## config.mk

```make
export PLATFORM = sky130hd
export DESIGN_NAME = rcf_reset_cause
export DESIGN_NICKNAME = d
export VERILOG_FILES = /design/src/rcf_pkg.sv /design/src/rcf_reset_cause.sv
export SDC_FILE = /design/constraint.sdc
export NUM_CORES = 1
export LEC_CHECK = 0
export BUFFER_PORTS_ARGS = -buffer_cell sky130_fd_sc_hd__buf_2
export CORE_MARGIN = 2
export CORE_UTILIZATION = 26
export DETAILED_ROUTE_END_ITERATION = 8
export HOLD_SLACK_MARGIN = 0.06
export PLACE_DENSITY_LB_ADDON = 0.05
export SLEW_MARGIN = 10
export SYNTH_ARGS = -nofsm -noshare
export SYNTH_HDL_FRONTEND = slang
export SYNTH_SLANG_ARGS = --single-unit
```

## constraint.sdc

```tcl
create_clock -name mclk -period 1.39 [get_ports mclk]
set_input_delay 0.139 -clock mclk [delete_from_list [all_inputs] [get_ports mclk]]
set_output_delay 0.139 -clock mclk [all_outputs]
set_load 0.01 [all_outputs]
```

## src/rcf_pkg.sv

```systemverilog
// reset-cause flag block: shared constants and carrier types
// assumes one 40 MHz clock and a plain register port of 8-bit data
package rcf_pkg;

    // ----------------------------------------
    // register map
    // ----------------------------------------
    localparam logic [7:0] ADDR_FLAGS = 8'h00;
    localparam logic [7:0] ADDR_INT_STATUS = 8'h04;
    localparam logic [7:0] ADDR_INT_MASK = 8'h08;

    // ----------------------------------------
    // field positions of the flag register
    // ----------------------------------------
    localparam int BIT_STACK_OVERFLOW = 7;
    localparam int BIT_STACK_UNDERFLOW = 6;
    localparam int BIT_UNUSED = 5;
    localparam int BIT_WATCHDOG_N = 4;
    localparam int BIT_PIN_N = 3;
    localparam int BIT_INSTR_N = 2;
    localparam int BIT_POWERON_N = 1;
    localparam int BIT_BROWNOUT_N = 0;

    // ----------------------------------------
    // reset and mask values
    // ----------------------------------------
    // value after power-on: stack flags 0, active-low cause flags 1, status bits 0
    localparam logic [7:0] FLAGS_RESET = 8'h1c;
    // writable bits; bit 5 is not implemented
    localparam logic [7:0] FLAGS_IMPL = 8'hdf;
    // power-on counts as the first interrupt event
    localparam logic [7:0] INT_STATUS_RESET = 8'h02;
    localparam logic [7:0] INT_MASK_RESET = 8'h00;
    localparam logic [7:0] DATA_ZERO = 8'h00;
    localparam logic PIN_IDLE = 1'b1;

    // ----------------------------------------
    // carriers
    // ----------------------------------------
    typedef struct packed {
        logic stack_overflow;
        logic stack_underflow;
        logic watchdog;
        logic reset_instr;
        logic brownout;
    } rcf_events_t;

    typedef struct packed {
        logic [7:0] addr;
        logic [7:0] wdata;
        logic wr_stb;
        logic rd_stb;
    } rcf_bus_t;

endpackage

```

## src/rcf_reset_cause.sv

```systemverilog
// reset-cause flag register with interrupt status, mask and register port
// assumes event inputs are one-cycle pulses on mclk; master-clear pin is asynchronous
`timescale 1ns/10ps

// Notes on behaviour
// - bit 7 stack overflow flag: hardware sets it, stays 1 until firmware writes 0
// - bit 6 stack underflow flag: hardware sets it, stays until firmware writes 0
// - bit 5 is not implemented: reads 0, writes ignored
// - watchdog flag is active low: cleared by watchdog reset, firmware writes 1
// - pin reset flag is active low: cleared by master-clear reset, firmware writes 1
// - reset-instruction flag active low: cleared by the instruction, firmware writes 1
// - power-on bit cleared on power-on reset; firmware must write it back to 1
// - brown-out bit 0 cleared on brown-out; firmware sets it after power-on or brown-out
// - power-on and brown-out reset stack flags to 0 and cause flags to 1
// - stack faults reset the device only while the stack-reset enable is set
module rcf_reset_cause (
    input wire logic mclk,
    input wire logic rst_n,
    input wire rcf_pkg::rcf_bus_t bus,
    input wire rcf_pkg::rcf_events_t events,
    input wire logic master_clear_pin,
    input wire logic stack_reset_enable,
    output logic [7:0] rd_data,
    output logic [7:0] power_reset_cause_flags,
    output logic stack_reset_req,
    output logic irq
);

    // ----------------------------------------
    // master-clear pin synchroniser
    // ----------------------------------------
    logic pin_s1;
    logic pin_s2;
    logic pin_prev;
    logic pin_reset_evt;

    always_ff @(posedge mclk or negedge rst_n) begin
        if (!rst_n) begin
            pin_s1 <= rcf_pkg::PIN_IDLE;
            pin_s2 <= rcf_pkg::PIN_IDLE;
            pin_prev <= rcf_pkg::PIN_IDLE;
        end else begin
            pin_s1 <= master_clear_pin;
            pin_s2 <= pin_s1;
            pin_prev <= pin_s2;
        end
    end

    // pin is active low: a falling edge is one reset event
    assign pin_reset_evt = pin_prev & ~pin_s2;

    // ----------------------------------------
    // decode
    // ----------------------------------------
    logic wr_flags;
    logic wr_int_status;
    logic wr_int_mask;

    assign wr_flags = bus.wr_stb && (bus.addr == rcf_pkg::ADDR_FLAGS);
    assign wr_int_status = bus.wr_stb && (bus.addr == rcf_pkg::ADDR_INT_STATUS);
    assign wr_int_mask = bus.wr_stb && (bus.addr == rcf_pkg::ADDR_INT_MASK);

    // ----------------------------------------
    // flag register
    // ----------------------------------------
    logic [7:0] next_flags;

    always_comb begin
        next_flags = power_reset_cause_flags;
        if (wr_flags) begin
            next_flags = bus.wdata & rcf_pkg::FLAGS_IMPL;
        end
        if (events.stack_overflow) begin
            next_flags[rcf_pkg::BIT_STACK_OVERFLOW] = 1'b1;
        end
        if (events.stack_underflow) begin
            next_flags[rcf_pkg::BIT_STACK_UNDERFLOW] = 1'b1;
        end
        if (events.watchdog) begin
            next_flags[rcf_pkg::BIT_WATCHDOG_N] = 1'b0;
        end
        if (pin_reset_evt) begin
            next_flags[rcf_pkg::BIT_PIN_N] = 1'b0;
        end
        if (events.reset_instr) begin
            next_flags[rcf_pkg::BIT_INSTR_N] = 1'b0;
        end
        if (events.brownout) begin
            next_flags[rcf_pkg::BIT_STACK_OVERFLOW] = 1'b0;
            next_flags[rcf_pkg::BIT_STACK_UNDERFLOW] = 1'b0;
            next_flags[rcf_pkg::BIT_WATCHDOG_N] = 1'b1;
            next_flags[rcf_pkg::BIT_PIN_N] = 1'b1;
            next_flags[rcf_pkg::BIT_INSTR_N] = 1'b1;
            next_flags[rcf_pkg::BIT_BROWNOUT_N] = 1'b0;
        end
    end

    always_ff @(posedge mclk or negedge rst_n) begin
        if (!rst_n) begin
            power_reset_cause_flags <= rcf_pkg::FLAGS_RESET;
        end else begin
            power_reset_cause_flags <= next_flags;
        end
    end

    // ----------------------------------------
    // stack reset request
    // ----------------------------------------
    // gated by enable
    always_ff @(posedge mclk or negedge rst_n) begin
        if (!rst_n) begin
            stack_reset_req <= 1'b0;
        end else begin
            stack_reset_req <= stack_reset_enable && (events.stack_overflow || events.stack_underflow);
        end
    end

    // ----------------------------------------
    // interrupt status and mask
    // ----------------------------------------
    logic [7:0] int_status;
    logic [7:0] int_mask;
    logic [7:0] event_vec;
    logic [7:0] next_int_status;
    logic [7:0] next_int_mask;

    always_comb begin
        event_vec = rcf_pkg::DATA_ZERO;
        event_vec[rcf_pkg::BIT_STACK_OVERFLOW] = events.stack_overflow;
        event_vec[rcf_pkg::BIT_STACK_UNDERFLOW] = events.stack_underflow;
        event_vec[rcf_pkg::BIT_WATCHDOG_N] = events.watchdog;
        event_vec[rcf_pkg::BIT_PIN_N] = pin_reset_evt;
        event_vec[rcf_pkg::BIT_INSTR_N] = events.reset_instr;
        event_vec[rcf_pkg::BIT_BROWNOUT_N] = events.brownout;
    end

    always_comb begin
        next_int_status = int_status;
        if (wr_int_status) begin
            next_int_status = int_status & ~bus.wdata;
        end
        // set wins over write-one-to-clear
        next_int_status = (next_int_status | event_vec) & rcf_pkg::FLAGS_IMPL;
    end

    always_ff @(posedge mclk or negedge rst_n) begin
        if (!rst_n) begin
            int_status <= rcf_pkg::INT_STATUS_RESET;
        end else begin
            int_status <= next_int_status;
        end
    end

    always_comb begin
        next_int_mask = int_mask;
        if (wr_int_mask) begin
            next_int_mask = bus.wdata & rcf_pkg::FLAGS_IMPL;
        end
    end

    always_ff @(posedge mclk or negedge rst_n) begin
        if (!rst_n) begin
            int_mask <= rcf_pkg::INT_MASK_RESET;
        end else begin
            int_mask <= next_int_mask;
        end
    end

    // level follows the registered status and mask with no lag
    always_ff @(posedge mclk or negedge rst_n) begin
        if (!rst_n) begin
            irq <= 1'b0;
        end else begin
            irq <= |(next_int_status & next_int_mask);
        end
    end

    // ----------------------------------------
    // read port
    // ----------------------------------------
    always_ff @(posedge mclk or negedge rst_n) begin
        if (!rst_n) begin
            rd_data <= rcf_pkg::DATA_ZERO;
        end else if (bus.rd_stb) begin
            case (bus.addr)
                rcf_pkg::ADDR_FLAGS: begin
                    rd_data <= power_reset_cause_flags;
                end
                rcf_pkg::ADDR_INT_STATUS: begin
                    rd_data <= int_status;
                end
                rcf_pkg::ADDR_INT_MASK: begin
                    rd_data <= int_mask;
                end
                default: begin
                    rd_data <= rcf_pkg::DATA_ZERO;
                end
            endcase
        end else begin
            rd_data <= rcf_pkg::DATA_ZERO;
        end
    end

    // ----------------------------------------
    // checks
    // ----------------------------------------
    property p_overflow_sets;
        @(posedge mclk) disable iff (!rst_n)
        events.stack_overflow && !events.brownout |=> power_reset_cause_flags[rcf_pkg::BIT_STACK_OVERFLOW];
    endproperty
    a_overflow_sets: assert property (p_overflow_sets) else $error("overflow flag not set");

    property p_underflow_sets;
        @(posedge mclk) disable iff (!rst_n)
        events.stack_underflow && !events.brownout |=> power_reset_cause_flags[rcf_pkg::BIT_STACK_UNDERFLOW];
    endproperty
    a_underflow_sets: assert property (p_underflow_sets) else $error("underflow flag not set");

    property p_unused_reads_zero;
        @(posedge mclk) disable iff (!rst_n)
        bus.rd_stb |=> !rd_data[rcf_pkg::BIT_UNUSED] && !power_reset_cause_flags[rcf_pkg::BIT_UNUSED];
    endproperty
    a_unused_reads_zero: assert property (p_unused_reads_zero) else $error("unused bit not zero");

    property p_watchdog_clears;
        @(posedge mclk) disable iff (!rst_n)
        events.watchdog && !events.brownout |=> !power_reset_cause_flags[rcf_pkg::BIT_WATCHDOG_N];
    endproperty
    a_watchdog_clears: assert property (p_watchdog_clears) else $error("watchdog flag not cleared");

    property p_pin_clears;
        @(posedge mclk) disable iff (!rst_n)
        $fell(pin_s2) && !events.brownout |=> !power_reset_cause_flags[rcf_pkg::BIT_PIN_N];
    endproperty
    a_pin_clears: assert property (p_pin_clears) else $error("pin flag not cleared");

    property p_instr_clears;
        @(posedge mclk) disable iff (!rst_n)
        events.reset_instr && !events.brownout |=> !power_reset_cause_flags[rcf_pkg::BIT_INSTR_N];
    endproperty
    a_instr_clears: assert property (p_instr_clears) else $error("instruction flag not cleared");

    property p_brownout_init;
        @(posedge mclk) disable iff (!rst_n)
        events.brownout |=> power_reset_cause_flags[7:6] == 2'b00 && power_reset_cause_flags[4:2] == 3'b111
            && !power_reset_cause_flags[rcf_pkg::BIT_BROWNOUT_N]
            && power_reset_cause_flags[rcf_pkg::BIT_POWERON_N]
            == $past(wr_flags ? bus.wdata[rcf_pkg::BIT_POWERON_N] : power_reset_cause_flags[rcf_pkg::BIT_POWERON_N]);
    endproperty
    a_brownout_init: assert property (p_brownout_init) else $error("brown-out values wrong");

    property p_stack_reset_gate;
        @(posedge mclk) disable iff (!rst_n)
        (events.stack_overflow || events.stack_underflow) |=> stack_reset_req == $past(stack_reset_enable);
    endproperty
    a_stack_reset_gate: assert property (p_stack_reset_gate) else $error("stack reset gating wrong");

    property p_event_beats_write;
        @(posedge mclk) disable iff (!rst_n)
        wr_flags && events.stack_overflow && !events.brownout
            |=> power_reset_cause_flags[rcf_pkg::BIT_STACK_OVERFLOW] ##1 1'b1;
    endproperty
    a_event_beats_write: assert property (p_event_beats_write) else $error("write beat hardware event");

    property p_flag_holds;
        @(posedge mclk) disable iff (!rst_n)
        !wr_flags && !events.brownout && !events.stack_overflow && power_reset_cause_flags[rcf_pkg::BIT_STACK_OVERFLOW]
            |=> power_reset_cause_flags[rcf_pkg::BIT_STACK_OVERFLOW];
    endproperty
    a_flag_holds: assert property (p_flag_holds) else $error("overflow flag lost");

    property p_write_restores;
        @(posedge mclk) disable iff (!rst_n)
        wr_flags && !events.brownout && bus.wdata[rcf_pkg::BIT_POWERON_N]
            |=> power_reset_cause_flags[rcf_pkg::BIT_POWERON_N] [*2];
    endproperty
    a_write_restores: assert property (p_write_restores) else $error("power-on bit not kept");

    property p_brownout_status;
        @(posedge mclk) disable iff (!rst_n)
        wr_flags && !events.brownout && bus.wdata[rcf_pkg::BIT_BROWNOUT_N]
            |=> power_reset_cause_flags[rcf_pkg::BIT_BROWNOUT_N];
    endproperty
    a_brownout_status: assert property (p_brownout_status) else $error("brown-out bit not written");

    property p_read_flags;
        @(posedge mclk) disable iff (!rst_n)
        bus.rd_stb && bus.addr == rcf_pkg::ADDR_FLAGS |=> rd_data == $past(power_reset_cause_flags);
    endproperty
    a_read_flags: assert property (p_read_flags) else $error("flag read wrong");

    property p_irq_level;
        @(posedge mclk) disable iff (!rst_n)
        ##1 irq == |(int_status & int_mask);
    endproperty
    a_irq_level: assert property (p_irq_level) else $error("interrupt level wrong");

    property p_stack_req_cause;
        @(posedge mclk) disable iff (!rst_n)
        stack_reset_req |-> $past(events.stack_overflow || events.stack_underflow);
    endproperty
    a_stack_req_cause: assert property (p_stack_req_cause) else $error("stack reset without fault");

    property p_watchdog_rearm;
        @(posedge mclk) disable iff (!rst_n)
        wr_flags && !events.watchdog && !events.brownout
            |=> power_reset_cause_flags[rcf_pkg::BIT_WATCHDOG_N] == $past(bus.wdata[rcf_pkg::BIT_WATCHDOG_N]);
    endproperty
    a_watchdog_rearm: assert property (p_watchdog_rearm) else $error("watchdog flag not written");

    property p_pin_rearm;
        @(posedge mclk) disable iff (!rst_n)
        wr_flags && !pin_reset_evt && !events.brownout
            |=> power_reset_cause_flags[rcf_pkg::BIT_PIN_N] == $past(bus.wdata[rcf_pkg::BIT_PIN_N]);
    endproperty
    a_pin_rearm: assert property (p_pin_rearm) else $error("pin flag not written");

    property p_instr_rearm;
        @(posedge mclk) disable iff (!rst_n)
        wr_flags && !events.reset_instr && !events.brownout
            |=> power_reset_cause_flags[rcf_pkg::BIT_INSTR_N] == $past(bus.wdata[rcf_pkg::BIT_INSTR_N]);
    endproperty
    a_instr_rearm: assert property (p_instr_rearm) else $error("instruction flag not written");

    property p_status_event_sets;
        @(posedge mclk) disable iff (!rst_n)
        |event_vec |=> (int_status & $past(event_vec)) == $past(event_vec);
    endproperty
    a_status_event_sets: assert property (p_status_event_sets) else $error("status bit lost its event");

    property p_rd_idle_zero;
        @(posedge mclk) disable iff (!rst_n)
        !bus.rd_stb |=> rd_data == rcf_pkg::DATA_ZERO;
    endproperty
    a_rd_idle_zero: assert property (p_rd_idle_zero) else $error("read data not idle");

    property p_unused_status_zero;
        @(posedge mclk) disable iff (!rst_n)
        !int_status[rcf_pkg::BIT_UNUSED] && !int_mask[rcf_pkg::BIT_UNUSED];
    endproperty
    a_unused_status_zero: assert property (p_unused_status_zero) else $error("unused status bit set");

endmodule

```

==> results by group, run 1 <==
Synthesis
  – Number of library cell types mapped by synthesis: 24
  – Post-synthesis sequential area ratio: 56.91%
  – Post-synth top area share: 44.37%
  – Synthesized area: 1466 um^2
  – Async set-reset flop share out of synthesis: 100.0%
  – Synth area leaders: dfrtp_1, dfstp_2, mux2i_1, mux2_2, o22a_2
  – Yosys reg bits: 33
  – Synth area leader: dfrtp_1
  – Most common cell in the netlist: dfrtp_1
  – Synthesized area per cell: 12.22 um^2
  – Main synth FF type: dfrtp_1
  – Most frequent cells after synthesis: dfrtp_1, nor2_1, mux2i_1
  – Cell count after synthesis: 120
  – Post-synth EDFFs: 0
  – Syn. warnings: 0

Placed design
  – IO buf count: 41
  – Dpl cell area: 1819 um^2
  – Placed cell count: 240
  – Final Wtd Congestion: 0.6970
  – Hpwl dp: 2.660 mm

Global routing
  – Gr usage total: 12.57%
  – First-pass GRT wire length: 5.809 mm
  – Initial antenna violation count: 0
  – Pin count of the biggest net entering global routing: 34
  – Via count of the first global-routing pass: 1160
  – Grt total ovfl: 0

Die
  – Die ar.: 6257 um^2
  – Height of the die: 79.10 um
  – Initial Utilization: 26.79%
  – Core area: 5473 um^2
  – DIE WIDTH: 79.10 um
  – Top-Level Pins: 45
  – # rows: 27

Critical path
  – Setup CP Type: input pin to flip-flop
  – CP max-delay cell: nor4_4
  – WP data required: 1.55 ns
  – Worst path cell trace: buf_6 > nor4_4 > nand4_4 > mux2_4 > and2_4 > nand4b_1
  – RR Startpoint: pin_s2
  – Max FO, Critical Path: 7
  – Arrival time at the worst endpoint: 1.48 ns
  – Setup crit end kind: flip-flop
  – R2R setup slack: 0.09 ns
  – End of the critical path: irq
  – Worst R2R Path Depth: 5
  – Slowest cell delay on critical path: 0.37 ns
  – Critical path origin: bus[15]
  – Reg-to-Reg End: irq
  – Critical Path Source Type: input pin

Timing
  – Final Skew: 0.002200 ns
  – # setup viols final: 0
  – Fin. Hold Viols: 0
  – Period minus WS final: 1.325 ns
  – Max Freq: 754.8 MHz
  – Final count of pins violating max slew: 0
  – RSZ-0062 raised after global routing: yes
  – Final worst-path cycle share: 95.31%

Drt
  – Pre-Repair DR Iteration Count: 4
  – Routed WL: 3.572 mm
  – DR DRC count: 0
  – Iter 0 DRT Violations: 31
  – Vias/cell: 4.296
  – Antenna Nets Post-Route: 0
  – WL/cell: 14.12 um
  – Total number of vias: 1087

Run
  – # Max-Cap Violations: 0

Finish
  – Antenna diodes: 0
  – Fin area: 2012 um^2
  – Fillers: 562
  – Multi-input gate area: 620.6 um^2
  – Layout net count: 207
  – Layout cells sized above 1: 48.62%
  – Fin cells: 253
  – Reg area: 834.6 um^2
  – P&R area growth vs syn: 37.20%

Clock tree
  – CTS tree: done
  – Root Buffer: clkbuf_8
  – Clock slew at reported path FFs: 0.07 ns
  – H-Tree Depth: 2
  – Skew-Pair Late Insertion Delay: 0.28 ns
  – Post-CTS Setup Bufs: 0
  – CTS Buf Count: 5
  – Clk buf depth: 2
  – Sink Count: 33

Pwr
  – Maximum VDD drop: 0.4457 mV
  – Tot Pwr: 2.047 mW
  – LEAKAGE: 0.9508 nW
  – P per Cell Area: 1018 nW/um^2

Run status
  – Status: complete, no violations

Min path
  – Hold WC Path Type: input pin to flip-flop
  – Hold Path Cell Cnt: 2
[layout make-up]
| cell class | instances | share of cell area, % |
|---|---|---|
| clock inverters | 1 | 0.2488 |
| inverters | 3 | 0.5597 |
| flip-flops and latches | 33 | 41.48 |
| repair buffers | 57 | 17.60 |
| multi-input cells | 80 | 30.85 |
| well taps | 72 | 4.478 |
| clock buffers | 7 | 4.789 |
[cell families (layout without fill, tap and decap cells)]
group                  count (synthesis)  count (layout)  share of synthesized area, %
other                                  1               2                        0.2557
multiplexers                          21              21                         15.02
flip-flops                            33              33                         56.91
AND/OR/NAND/NOR                       34              34                         13.82
AO/OA/AOI/OAI                         23              23                         11.26
buffers and inverters                  8              68                         2.730
[sequential cells by signal, indices dropped and copies added (netlist names)]
| signal | cells |
|---|---|
| int_status | 7 |
| pin_s1 | 1 |
| stack_reset_req | 1 |
| pin_prev | 1 |
| irq | 1 |
| rd_data | 7 |
| power_reset_cause_flags | 7 |
| int_mask | 7 |
| pin_s2 | 1 |
[critical path: cells and delay by family]
kind,cells,cell delay [ns]
and+or+nand+nor,4,0.89
muxes,1,0.36
buffers and inverters,1,0.10
[metrics by stage]
stage                     setup WS (ns)  utilization [%]  setup TNS, ns  hold WS [ns]
final                           0.06515            36.76              0        0.1006
after global routing           -0.01262            36.76       -0.01262       0.09003
after CTS                       0.01005            36.01              0       0.08971
after detailed placement        -0.2920            33.24         -1.740        0.2002
after global placement          -0.2584            33.24         -1.578        0.1940
after floorplan                -0.01246                -       -0.01246       -0.1566
[how the worst min path moves through the flow]
stage                     slack [ns]               to       from
after CTS                       0.09  stack_reset_req  events[4]
after global routing            0.09  stack_reset_req  events[4]
final                           0.10  stack_reset_req  events[4]
after floorplan                -0.16      int_mask[0]      rst_n
after global placement          0.19    int_status[4]      rst_n
after detailed placement        0.20    int_status[4]      rst_n
[layer usage]
metal  GRT usage (%)  up-vias  share of wire (%)
met5               0        -                  0
met4           4.138        0               0.70
met3           3.523        2                4.9
met2           20.25       32                 48
met1           16.31      514                 47
li1                -      539                  -
[power breakdown]
group          switching, mW  internal (mW)  total (mW)
sequential            0.0167           1.00        1.02
combinational          0.125          0.116       0.241
clock                  0.339          0.447       0.786
[cell usage in the layout, fill, tap and decap left out]
cell           Yosys  routed
buf_2              2      39
dfrtp_1           26      26
nor2_1            16      16
mux2i_1           13      13
buf_4              2      10
a21oi_1            9       9
clkbuf_8           0       7
dfstp_2            7       7
mux2_2             8       6
o22a_2             6       6
dlygate4sd3_1      0       5
nor2b_1            4       4
nand2b_1           4       4
nand2_1            3       3
inv_1              3       3
a22oi_2            0       3
o21bai_1           3       3
buf_6              0       3
nand4_1            2       2
mux2_4             0       2
o21a_1             2       2
conb_1             1       2
nor4_4             1       1
nand4_4            1       1
and2_4             0       1
nand4b_1           1       1
and4b_2            1       1
clkinv_2           0       1
[timing repair]
item	in CTS	in global routing
hold buffers	5	0
setup endpoints to repair	0	4
endpoints found under the hold margin	30	0
resized for setup	0	9
Note: power is estimated with default switching activity, not from simulation.
==> run 2: changes to the inputs <==
Settings changed: RECOVER_POWER set to 100.
==> results by group, run 2 (same netlist as run 1, synthesis figures left out) <==
Run status
  – Status: complete, no violations

Critical path
  – Slowest cell delay on critical path: 0.37 ns
  – Max FO, Critical Path: 7
  – Arrival time at the worst endpoint: 1.48 ns
  – Setup crit end kind: flip-flop
  – CP Buf/Inv Count: 1
  – Critical Path Source Type: input pin
  – CP max-delay cell: nor4_4
  – Setup CP Type: input pin to flip-flop
  – R2R setup slack: 0.09 ns
  – Cell family with most CP delay: simple AND/OR/NAND/NOR gates
  – WP data required: 1.55 ns
  – Worst path cell trace: buf_6 > nor4_4 > nand4_4 > mux2_4 > and2_4 > nand4b_1

Timing
  – RSZ-0062 raised after global routing: yes
  – Fin. Hold Viols: 0
  – Final worst-path cycle share: 95.33%
  – # setup viols final: 0
  – Period minus WS final: 1.325 ns
  – Hold WS: 0.1007 ns
  – Slew at the pin closest to its max-slew limit: 0.8221 ns
  – Slew headroom: 45.19%
  – Final Skew: 0.002219 ns
  – Max Freq: 754.7 MHz
  – Final count of pins violating max slew: 0

Clock tree
  – H-Tree Depth: 2
  – Skew-Pair Late Insertion Delay: 0.28 ns
  – CTS tree: done
  – Clk buf depth: 2
  – Sink Count: 33
  – Clock slew at reported path FFs: 0.07 ns
  – CTS Buf Count: 5
  – Root Buffer: clkbuf_8

Die
  – Height of the die: 79.10 um
  – Top-Level Pins: 45
  – Core area: 5473 um^2
  – Die ar.: 6257 um^2
  – # rows: 27
  – DIE WIDTH: 79.10 um
  – Initial Utilization: 26.79%

Global routing
  – GRT Max-Usage Layer: met2
  – GR Util met1: 16.31%
  – Pin count of the biggest net entering global routing: 34
  – M2 GR Usage: 20.25%
  – Gr usage total: 12.57%
  – Met3 Usage GRT: 3.523%
  – Initial antenna violation count: 0
  – First-pass GRT wire length: 5.809 mm
  – Grt total ovfl: 0
  – Via count of the first global-routing pass: 1160

Pwr
  – P per Cell Area: 1026 nW/um^2
  – Maximum VDD drop: 0.4456 mV
  – LEAKAGE: 0.8923 nW

Finish
  – Layout net count: 207
  – Layout cells sized above 1: 39.78%
  – Fin cells: 253
  – P&R area growth vs syn: 35.67%
  – Antenna diodes: 0
  – Most frequent cells in the layout: buf_2, dfrtp_1, nor2_1
  – Fillers: 566

Drt
  – WL/cell: 14.15 um
  – Vias/cell: 4.289
  – DR DRC count: 0
  – Routed WL: 3.579 mm
  – Total number of vias: 1085
  – Iter 0 DRT Violations: 29
  – Pre-Repair DR Iteration Count: 4
  – Antenna Nets Post-Route: 0

Run
  – # Max-Cap Violations: 0

Placed design
  – Final Wtd Congestion: 0.6970
  – IO buf count: 41
  – Placed cell count: 240
  – Hpwl dp: 2.660 mm

Min path
  – Hold WC Path Type: input pin to flip-flop
-- run 2: changes by cell type in the layout (fill, tap and decap cells not counted), sizes merged --
cell / before / now
buf: 52 / 37
clkbuf: 7 / 22
-- run 2: final timing paths --
check                      startpoint  depth (start not counted)               to
max                           bus[15]                          6              irq
min                         events[4]                          2  stack_reset_req
max reg2reg                    pin_s2                          5              irq
min reg2reg                    pin_s1                          0           pin_s2
max in group asynchronous       rst_n                          3      int_mask[0]
min in group asynchronous       rst_n                          3    int_status[3]
-- run 2: repair_timing --
action | CTS | global route
hold buffers | 5 | 0
resized for setup | 0 | 9
buffers inserted | 0 | 0
endpoints found under the hold margin | 30 | 0
endpoints found under the setup margin | 0 | 4
-- run 2: stage by stage --
step	setup TNS [ns]	utilization, %	cell area (um^2)	setup slack [ns]	power [mW]
2_1_floorplan	-0.01246	-	1473	-0.01246	1.138
3_3_place_gp	-1.578	33.24	1819	-0.2584	1.260
3_5_place_dp	-1.740	33.24	1819	-0.2920	1.263
4_1_cts	0	36.01	1971	0.01005	2.082
5_1_grt	-0.01262	36.35	1989	-0.01262	2.170
6_report	0	36.35	1989	0.06495	2.042
-- run 2: routing by layer --
layer / part of all wire (%) / routed length [um] / up-vias
met4: 0.70 / 25 / 0
met3: 5.0 / 179 / 2
met2: 47 / 1697 / 32
met1: 47 / 1677 / 512
met5: 0 / 0 / -
li1: - / - / 539
-- run 2: cell type report --
class	count	area, um^2	share of cell area (%)
well taps	72	90.09	4.528
clock inverters	1	5.005	0.2516
multi-input cells	80	620.6	31.19
inverters	3	11.26	0.5660
repair buffers	57	331.6	16.67
flip-flops and latches	33	834.6	41.95
clock buffers	7	96.34	4.843
-- run 2: report_power, final --
part	total, mW	internal, mW	switching [mW]
Sequential	1.02	1.00	0.0173
Combinational	0.236	0.111	0.125
Clock	0.786	0.447	0.339
